## src/dcd_defines.svh

```systemverilog
`ifndef DCD_DEFINES_SVH
`define DCD_DEFINES_SVH

// ==========================================================
// register byte offsets
`define DCD_OFS_SRC       8'h00
`define DCD_OFS_DST       8'h04
`define DCD_OFS_NEXT      8'h08
`define DCD_OFS_CTRL      8'h0C
`define DCD_OFS_CFG       8'h10
`define DCD_OFS_STATUS    8'h14
`define DCD_OFS_MASK      8'h18

// ==========================================================
// reset values
`define DCD_RST_WORD      32'h0000_0000
`define DCD_RST_STATUS    2'h0

// ==========================================================
// next pointer fields
`define DCD_NEXT_MSB      31
`define DCD_NEXT_LSB      2

// ==========================================================
// control word fields
`define DCD_CTRL_IRQ_EN   31
`define DCD_CTRL_DST_INC  27
`define DCD_CTRL_SRC_INC  26
`define DCD_CTRL_DW_MSB   23
`define DCD_CTRL_DW_LSB   21
`define DCD_CTRL_SW_MSB   20
`define DCD_CTRL_SW_LSB   18
`define DCD_CTRL_DB_MSB   17
`define DCD_CTRL_DB_LSB   15
`define DCD_CTRL_SB_MSB   14
`define DCD_CTRL_SB_LSB   12
`define DCD_CTRL_CNT_MSB  11
`define DCD_CTRL_CNT_LSB  0
`define DCD_CTRL_WMASK    32'h8CFF_FFFF

// ==========================================================
// configuration and status fields
`define DCD_CFG_EN        0
`define DCD_CFG_CEIM      1
`define DCD_ST_END        0
`define DCD_ST_ERR        1

// ==========================================================
// descriptor layout: word index of each field
`define DCD_DESC_SRC      2'h0
`define DCD_DESC_DST      2'h1
`define DCD_DESC_NEXT     2'h2
`define DCD_DESC_CTRL     2'h3

`endif

```

## src/dcd_pkg.sv

```systemverilog
package dcd_pkg;

  // ========================================================
  // channel sequencer states
  typedef enum logic [4:0]
  {
    ST_IDLE  = 5'h01,
    ST_READ  = 5'h02,
    ST_WRITE = 5'h04,
    ST_END   = 5'h08,
    ST_FETCH = 5'h10
  } dcd_state_t;

  // ========================================================
  // access width codes
  typedef enum logic [2:0]
  {
    WD_BYTE = 3'h0,
    WD_HALF = 3'h1,
    WD_WORD = 3'h2
  } dcd_width_t;

endpackage

```

## src/dcd_beat_decode.sv

```systemverilog
// ==========================================================
// burst code to beat count
module dcd_beat_decode
(
  input  wire logic [2:0] code,
  output logic      [8:0] beats
);

  always_comb
  begin
    if (code == 3'h0)
      beats = 9'h001;
    else
      beats = 9'(9'h002 << code);
  end

endmodule

```

## src/dcd_channel.sv

```systemverilog
// Register access over APB and the placing of the registers were chosen for this implementation.
`include "dcd_defines.svh"

module dcd_channel
(
  input  wire logic        pclk,
  input  wire logic        presetn,
  input  wire logic        psel,
  input  wire logic        penable,
  input  wire logic        pwrite,
  input  wire logic [7:0]  paddr,
  input  wire logic [31:0] pwdata,
  output logic      [31:0] prdata,
  output logic             pready,
  output logic             pslverr,
  output logic             irq,
  output logic             mem_req,
  output logic             mem_write,
  output logic      [31:0] mem_addr,
  output logic      [31:0] mem_wdata,
  output logic      [2:0]  mem_size,
  output logic      [8:0]  mem_burst,
  input  wire logic        mem_ack,
  input  wire logic [31:0] mem_rdata
);

  // ========================================================
  // storage
  logic [31:0]          src_reg;
  logic [31:0]          dst_reg;
  logic [31:0]          next_reg;
  logic [31:0]          ctrl_reg;
  logic [1:0]           cfg_reg;
  logic [1:0]           status_reg;
  logic [1:0]           status_next;
  logic [1:0]           mask_reg;
  logic [31:0]          data_reg;
  logic [31:0]          base_reg;
  logic [1:0]           idx_reg;
  dcd_pkg::dcd_state_t  state_reg;
  dcd_pkg::dcd_state_t  state_next;

  // ========================================================
  // decode
  logic        setup;
  logic        wr_en;
  logic        mapped;
  logic [2:0]  dw;
  logic [2:0]  sw;
  logic [8:0]  dst_beats;
  logic [8:0]  src_beats;
  logic        width_bad;
  logic        unit_done;
  logic        last_unit;
  logic        fetch_done;
  logic        end_evt;
  logic        err_evt;
  logic [31:0] dst_step;
  logic [31:0] src_step;

  assign setup = psel & ~penable;
  assign wr_en = psel & penable & pwrite;
  assign dw    = ctrl_reg[`DCD_CTRL_DW_MSB:`DCD_CTRL_DW_LSB];
  assign sw    = ctrl_reg[`DCD_CTRL_SW_MSB:`DCD_CTRL_SW_LSB];

  always_comb
  begin
    case (paddr)
      `DCD_OFS_SRC, `DCD_OFS_DST, `DCD_OFS_NEXT, `DCD_OFS_CTRL,
      `DCD_OFS_CFG, `DCD_OFS_STATUS, `DCD_OFS_MASK:
        mapped = 1'b1;
      default:
        mapped = 1'b0;
    endcase
  end

  // reserved width codes stop the channel
  assign width_bad = (dw > dcd_pkg::WD_WORD) | (sw > dcd_pkg::WD_WORD);
  assign dst_step  = 32'(32'h1 << dw);
  assign src_step  = 32'(32'h1 << sw);

  dcd_beat_decode u_dst_beats
  (
    .code  (ctrl_reg[`DCD_CTRL_DB_MSB:`DCD_CTRL_DB_LSB]),
    .beats (dst_beats)
  );

  dcd_beat_decode u_src_beats
  (
    .code  (ctrl_reg[`DCD_CTRL_SB_MSB:`DCD_CTRL_SB_LSB]),
    .beats (src_beats)
  );

  assign unit_done  = (state_reg == dcd_pkg::ST_WRITE) & mem_ack;
  assign last_unit  = ctrl_reg[`DCD_CTRL_CNT_MSB:`DCD_CTRL_CNT_LSB] == 12'h001;
  assign fetch_done = (state_reg == dcd_pkg::ST_FETCH) & mem_ack & (idx_reg == 2'h3);
  assign end_evt    = (state_reg == dcd_pkg::ST_END) & ctrl_reg[`DCD_CTRL_IRQ_EN]
                      & cfg_reg[`DCD_CFG_CEIM];
  assign err_evt    = (state_reg == dcd_pkg::ST_IDLE) & cfg_reg[`DCD_CFG_EN] & width_bad;

  // ========================================================
  // apb answer
  assign pready  = 1'b1;
  assign pslverr = psel & penable & ~mapped;

  always_ff @(posedge pclk or negedge presetn)
  begin
    if (!presetn)
      prdata <= `DCD_RST_WORD;
    else if (setup & ~pwrite)
    begin
      case (paddr)
        `DCD_OFS_SRC:    prdata <= src_reg;
        `DCD_OFS_DST:    prdata <= dst_reg;
        `DCD_OFS_NEXT:   prdata <= next_reg;
        `DCD_OFS_CTRL:   prdata <= ctrl_reg;
        `DCD_OFS_CFG:    prdata <= {30'h0, cfg_reg};
        `DCD_OFS_STATUS: prdata <= {30'h0, status_reg};
        `DCD_OFS_MASK:   prdata <= {30'h0, mask_reg};
        default:         prdata <= `DCD_RST_WORD;
      endcase
    end
  end

  // ========================================================
  // sequencer
  always_comb
  begin
    state_next = state_reg;
    case (state_reg)
      dcd_pkg::ST_IDLE:
        if (cfg_reg[`DCD_CFG_EN] & ~width_bad)
        begin
          if (ctrl_reg[`DCD_CTRL_CNT_MSB:`DCD_CTRL_CNT_LSB] == 12'h000)
            state_next = dcd_pkg::ST_END;
          else
            state_next = dcd_pkg::ST_READ;
        end
      dcd_pkg::ST_READ:
        if (mem_ack)
          state_next = dcd_pkg::ST_WRITE;
      dcd_pkg::ST_WRITE:
        if (mem_ack)
          state_next = last_unit ? dcd_pkg::ST_END : dcd_pkg::ST_READ;
      dcd_pkg::ST_END:
        if (next_reg == `DCD_RST_WORD)
          state_next = dcd_pkg::ST_IDLE;
        else
          state_next = dcd_pkg::ST_FETCH;
      dcd_pkg::ST_FETCH:
        if (fetch_done)
          state_next = dcd_pkg::ST_IDLE;
      default:
        state_next = dcd_pkg::ST_IDLE;
    endcase
  end

  always_ff @(posedge pclk or negedge presetn)
  begin
    if (!presetn)
      state_reg <= dcd_pkg::ST_IDLE;
    else
      state_reg <= state_next;
  end

  // descriptor word index and base
  always_ff @(posedge pclk or negedge presetn)
  begin
    if (!presetn)
    begin
      idx_reg  <= 2'h0;
      base_reg <= `DCD_RST_WORD;
    end
    else if (state_reg == dcd_pkg::ST_END)
    begin
      idx_reg  <= 2'h0;
      base_reg <= next_reg;
    end
    else if ((state_reg == dcd_pkg::ST_FETCH) & mem_ack)
      idx_reg <= idx_reg + 2'h1;
  end

  // data held between read and write
  always_ff @(posedge pclk or negedge presetn)
  begin
    if (!presetn)
      data_reg <= `DCD_RST_WORD;
    else if ((state_reg == dcd_pkg::ST_READ) & mem_ack)
      data_reg <= mem_rdata;
  end

  // ========================================================
  // memory request
  always_comb
  begin
    mem_req   = 1'b0;
    mem_write = 1'b0;
    mem_addr  = src_reg;
    mem_size  = sw;
    mem_burst = src_beats;
    case (state_reg)
      dcd_pkg::ST_READ:
        mem_req = 1'b1;
      dcd_pkg::ST_WRITE:
      begin
        mem_req   = 1'b1;
        mem_write = 1'b1;
        mem_addr  = dst_reg;
        mem_size  = dw;
        mem_burst = dst_beats;
      end
      dcd_pkg::ST_FETCH:
      begin
        mem_req   = 1'b1;
        mem_addr  = base_reg + {28'h0, idx_reg, 2'h0};
        mem_size  = dcd_pkg::WD_WORD;
        mem_burst = 9'h004;
      end
      default:
        mem_req = 1'b0;
    endcase
  end

  assign mem_wdata = data_reg;

  // ========================================================
  // address registers
  always_ff @(posedge pclk or negedge presetn)
  begin
    if (!presetn)
      src_reg <= `DCD_RST_WORD;
    else if ((state_reg == dcd_pkg::ST_FETCH) & mem_ack & (idx_reg == `DCD_DESC_SRC))
      src_reg <= mem_rdata;
    else if (unit_done & ctrl_reg[`DCD_CTRL_SRC_INC])
      src_reg <= src_reg + src_step;
    else if (wr_en & (paddr == `DCD_OFS_SRC))
      src_reg <= pwdata;
  end

  always_ff @(posedge pclk or negedge presetn)
  begin
    if (!presetn)
      dst_reg <= `DCD_RST_WORD;
    else if ((state_reg == dcd_pkg::ST_FETCH) & mem_ack & (idx_reg == `DCD_DESC_DST))
      dst_reg <= mem_rdata;
    else if (unit_done & ctrl_reg[`DCD_CTRL_DST_INC])
      dst_reg <= dst_reg + dst_step;
    else if (wr_en & (paddr == `DCD_OFS_DST))
      dst_reg <= pwdata;
  end

  // ========================================================
  // next pointer
  always_ff @(posedge pclk or negedge presetn)
  begin
    if (!presetn)
      next_reg <= `DCD_RST_WORD;
    else if ((state_reg == dcd_pkg::ST_FETCH) & mem_ack & (idx_reg == `DCD_DESC_NEXT))
      next_reg <= {mem_rdata[`DCD_NEXT_MSB:`DCD_NEXT_LSB], 2'h0};
    else if (wr_en & (paddr == `DCD_OFS_NEXT))
      next_reg <= {pwdata[`DCD_NEXT_MSB:`DCD_NEXT_LSB], 2'h0};
  end

  // ========================================================
  // control word, count runs down per unit
  always_ff @(posedge pclk or negedge presetn)
  begin
    if (!presetn)
      ctrl_reg <= `DCD_RST_WORD;
    else if ((state_reg == dcd_pkg::ST_FETCH) & mem_ack & (idx_reg == `DCD_DESC_CTRL))
      ctrl_reg <= mem_rdata & `DCD_CTRL_WMASK;
    else if (unit_done)
      ctrl_reg[`DCD_CTRL_CNT_MSB:`DCD_CTRL_CNT_LSB] <=
        ctrl_reg[`DCD_CTRL_CNT_MSB:`DCD_CTRL_CNT_LSB] - 12'h001;
    else if (wr_en & (paddr == `DCD_OFS_CTRL))
      ctrl_reg <= pwdata & `DCD_CTRL_WMASK;
  end

  // ========================================================
  // configuration: enable and end-interrupt mask
  always_ff @(posedge pclk or negedge presetn)
  begin
    if (!presetn)
      cfg_reg <= 2'h0;
    else if (((state_reg == dcd_pkg::ST_END) & (next_reg == `DCD_RST_WORD)) | err_evt)
      cfg_reg[`DCD_CFG_EN] <= 1'b0;
    else if (wr_en & (paddr == `DCD_OFS_CFG))
      cfg_reg <= pwdata[1:0];
  end

  // ========================================================
  // interrupt status, mask and output
  always_comb
  begin
    status_next = status_reg;
    if (wr_en & (paddr == `DCD_OFS_STATUS))
      status_next = status_next & ~pwdata[1:0];
    status_next[`DCD_ST_END] = status_next[`DCD_ST_END] | end_evt;
    status_next[`DCD_ST_ERR] = status_next[`DCD_ST_ERR] | err_evt;
  end

  always_ff @(posedge pclk or negedge presetn)
  begin
    if (!presetn)
      status_reg <= `DCD_RST_STATUS;
    else
      status_reg <= status_next;
  end

  always_ff @(posedge pclk or negedge presetn)
  begin
    if (!presetn)
      mask_reg <= 2'h0;
    else if (wr_en & (paddr == `DCD_OFS_MASK))
      mask_reg <= pwdata[1:0];
  end

  always_ff @(posedge pclk or negedge presetn)
  begin
    if (!presetn)
      irq <= 1'b0;
    else
      irq <= |(status_next & mask_reg);
  end

endmodule

```

## config.mk

```make
export PLATFORM = sky130hd
export DESIGN_NAME = dcd_channel
export DESIGN_NICKNAME = d
export VERILOG_FILES = /design/src/dcd_pkg.sv /design/src/dcd_beat_decode.sv /design/src/dcd_channel.sv
export VERILOG_INCLUDE_DIRS = /design/src
export SDC_FILE = /design/constraint.sdc
export NUM_CORES = 1
export LEC_CHECK = 0
export BUFFER_PORTS_ARGS = -buffer_cell sky130_fd_sc_hd__buf_4
export CAP_MARGIN = 20
export CORE_MARGIN = 2
export CORE_UTILIZATION = 25
export CTS_CLUSTER_DIAMETER = 40
export DETAILED_ROUTE_END_ITERATION = 6
export GPL_ROUTABILITY_DRIVEN = 0
export GPL_TIMING_DRIVEN = 0
export HOLD_SLACK_MARGIN = 0.03
export PLACE_DENSITY = 0.47
export SLEW_MARGIN = 30
export SYNTH_ARGS = -nofsm -noshare
export SYNTH_HDL_FRONTEND = slang
export SYNTH_SLANG_ARGS = --single-unit
```

## constraint.sdc

```tcl
create_clock -name pclk -period 5.95 [get_ports pclk]
set_clock_uncertainty 0.15 [all_clocks]
set_input_delay 1.4875 -clock pclk [delete_from_list [all_inputs] [get_ports pclk]]
set_output_delay 1.4875 -clock pclk [all_outputs]
set_load 0.005 [all_outputs]
```

==> impl_metrics.tcl <==
set metrics [dict create \
    status "complete, no violations" \
    dp.final_hpwl_um 53600 \
    clock_sink_count 229 \
    synthesis.instances 1656 \
    multi_input_comb_area_um2 8120 \
    cts_setup_buffers 0 \
    detail-route-antenna-nets 0 \
    power_report.internal_total_mw 3.44 \
    async_reset_ff_frac 1.00 \
    cts_root_buffer_type "sky130_fd_sc_hd__clkbuf_16" \
    sequentialPowerShare 0.354 \
    die_w_um 244 \
    htreeDepth 2 \
    synth.cell_area_um2 14400 \
    power_density_nw_per_um2 252 \
    global_route.usage.total 0.229 \
    gr-total-overflow 0 \
    pwr-share-clk 0.581 \
    cts_hold_repair.buffers 0 \
    ioPinCount 191 \
    power_leakage_nw 8.37 \
    portBuffers 188 \
    whs_ns 0.327 \
    final_min_period_over_clock_period 0.986 \
    synth_seq_cells 229 \
    detail_route.drc_violations 0 \
    viasPerCell 5.48 \
    finalMaxSlewViolations 0 \
    worstPathCellList "buf_2, nor2_1, nand2_1, inv_1, nor2_1, clkbuf_1, a22oi_1, o21ai_0, buf_4" \
    syn-num-nets 1761 \
    timing.final.setup_violations 0 \
    initial_antenna_violation_count 2 \
    final_critical_path_time_including_i_o_delays_and_setup_ns 5.87 \
    synth-seq-area-share 0.398 \
    effective_utilization_at_floorplan 0.254 \
    totalWireLength_um 69300 \
    worst_ep_arrival_time_ns 4.23 \
    tritoncts "built" \
    timing.setup.critical_path_class "flip-flop to output port" \
    p_comb_frac 0.066 \
    critical_path.endpoint_type "output port" \
    grt_start_max_net_pins 79 \
    power_switching_mw 1.23 \
    p_total_mw 4.67 \
    fill_cells 6059 \
    critical_path_required_ns 4.31 \
    rsz0062_at_grt "false" \
    total_die_area_um2 59500 \
    synth_flop_cell "sky130_fd_sc_hd__dfrtp_1" \
    synth-warning-count 0 \
    leading_cell_types_in_the_layout_fill_and_taps_excluded "sky130_fd_sc_hd__nand2_1 (260), sky130_fd_sc_hd__dfrtp_1 (228), sky130_fd_sc_hd__buf_4 (193)" \
    final_common_cell "sky130_fd_sc_hd__nand2_1" \
    cts_buffer_depth 3 \
    switching_portion_of_total_power 0.264 \
    drt_pre_antenna_iters 5 \
    clk-insertion-delay-late_ns 0.58 \
    totalNegativeSetupSlack_ns 0 \
    cts_inserted_buffers 46 \
    critPathMaxStageDelay_ns 0.85 \
    crit_slowest_cell "sky130_fd_sc_hd__nor2_1" \
    maxCapViolations 0 \
    grt_pass1_wl_um 100000 \
    worst_path_most_repeated_cell "sky130_fd_sc_hd__nor2_1" \
    slew_headroom 0.269 \
    worst_hold_path_type "flip-flop to flip-flop" \
    die_h_um 244 \
    row_count 87 \
    syn_avg_cell_area_um2 8.69 \
    synthDistinctLibCells 87 \
    via_count 14700 \
    dpl.cell_count 2604 \
    post-route-util 0.327 \
    max_freq_ghz 0.170 \
    worst_slew_pin_slew_ns 1.09 \
    timing.final.hold_violations 0 \
    synth_enable_flop_cells 0 \
    initialDrtViolationCount 1689 \
    layout.cells.non_filler 2691 \
    layout.area.seq_um2 5730 \
    drive_above_1_share 0.196 \
    worst_path_dominant_cell_family "simple AND/OR/NAND/NOR gates" \
    clk_pin_slew_ns 0.05 \
    first_global_vias 14500 \
    core-area_um2 56600 \
    crit_fanout 10 \
    power.ir.vdd_worst_mv 0.167 \
    final_net_count 2001 \
    kind_of_start_point_of_the_critical_path "flip-flop" \
    wp_buf_inv 4 \
    area.growth.synth_to_final_pct 28.6 \
    routedWlPerCell_um 25.8 \
]
## final timing paths
check | from | to | slack (ns) | cells past startpoint
min in group asynchronous | presetn | mem_wdata[9] | 0.62 | 1
worst min-delay path | prdata[11] | prdata[11] | 0.33 | 1
worst max register to register | ctrl_reg[23] | dst_reg[26] | 1.89 | 10
max in group asynchronous | presetn | prdata[31] | 4.00 | 3
worst max-delay path | state_reg[0] | mem_addr[11] | 0.08 | 9
worst min register to register | prdata[11] | prdata[11] | 0.33 | 1
## synthesized netlist by cell type (22+ instances only)
library cell,instances,share of area
sky130_fd_sc_hd__nand3_1,53,0.018
sky130_fd_sc_hd__inv_1,22,0.0057
sky130_fd_sc_hd__dfrtp_1,228,0.40
sky130_fd_sc_hd__a22oi_1,83,0.043
sky130_fd_sc_hd__nor2_1,109,0.028
sky130_fd_sc_hd__mux2_2,47,0.037
sky130_fd_sc_hd__xor2_1,45,0.027
sky130_fd_sc_hd__a21oi_1,96,0.033
sky130_fd_sc_hd__ha_1,24,0.021
sky130_fd_sc_hd__a21o_1,43,0.022
sky130_fd_sc_hd__o22ai_1,31,0.013
sky130_fd_sc_hd__xnor2_1,28,0.017
sky130_fd_sc_hd__nand2_1,260,0.068
sky130_fd_sc_hd__and3_1,26,0.011
sky130_fd_sc_hd__nor3_1,31,0.011
sky130_fd_sc_hd__mux2i_1,47,0.033
sky130_fd_sc_hd__nand4_1,22,0.0096
sky130_fd_sc_hd__clkbuf_1,89,0.023
sky130_fd_sc_hd__o21ai_0,116,0.040
## layer usage
metal | global-route usage | part of all wire | routed length (um)
met4 | 0.106 | 0.050 | 3480
met2 | 0.352 | 0.44 | 30500
met5 | 0 | 0.00014 | 10
met1 | 0.298 | 0.41 | 28500
met3 | 0.0636 | 0.098 | 6810
## power groups by stage
stage | logic (mW) | registers [mW] | clock network [mW]
global route | 0.331 | 1.65 | 2.82
detailed placement | 0.304 | 1.67 | 0
finish | 0.307 | 1.65 | 2.71
CTS | 0.305 | 1.65 | 2.75
floorplan | 0.111 | 1.65 | 0
global placement | 0.293 | 1.67 | 0
## final cells by class
class,instances,area share
Multi-Input combinational cell,1284,0.439
Sequential cell,229,0.310
Timing Repair Buffer,192,0.0815
Clock buffer,51,0.0677
Tap cell,756,0.0511
Buffer,121,0.0273
Clock inverter,35,0.0192
Inverter,22,0.00446
Antenna cell,1,0.000135
## logic make-up (layout without fill, tap and decap cells)
logic type | after synthesis | count (layout) | share of synthesized area
simple gates | 592 | 592 | 0.194
buf+inv | 143 | 421 | 0.0408
xor+xnor | 73 | 73 | 0.0444
mux | 94 | 94 | 0.0695
fa+ha+maj | 27 | 27 | 0.0250
other cells | 2 | 3 | 0.000522
flops | 229 | 229 | 0.398
compound gates | 496 | 496 | 0.227
## per-stage QoR
stage | setup WS (ns) | instance area, um^2
final | 0.0841 | 18500
after global routing | 0.0225 | 18500
after CTS | 0.105 | 18500
after detailed placement | 0.269 | 16900
after global placement | 0.312 | 16700
after floorplan | 2.24 | 14400
## worst reg2reg max path, cell delays in order (launching register included)
cell and delay [ns]:
sky130_fd_sc_hd__dfrtp_1 0.44, sky130_fd_sc_hd__clkbuf_1 0.53, sky130_fd_sc_hd__nor3_1 0.12, sky130_fd_sc_hd__ha_1 0.25, sky130_fd_sc_hd__fa_1 0.42, sky130_fd_sc_hd__a21o_1 0.21
sky130_fd_sc_hd__a221oi_1 0.49, sky130_fd_sc_hd__a21boi_0 0.32, sky130_fd_sc_hd__clkbuf_1 0.37, sky130_fd_sc_hd__and3_1 0.35, sky130_fd_sc_hd__a311oi_1 0.30
## repair_timing
item	in CTS	in global routing
resized for setup	1	2
setup endpoints to repair	29	7
hold endpoints to repair	0	0
Power figures use the tool's default switching activity.
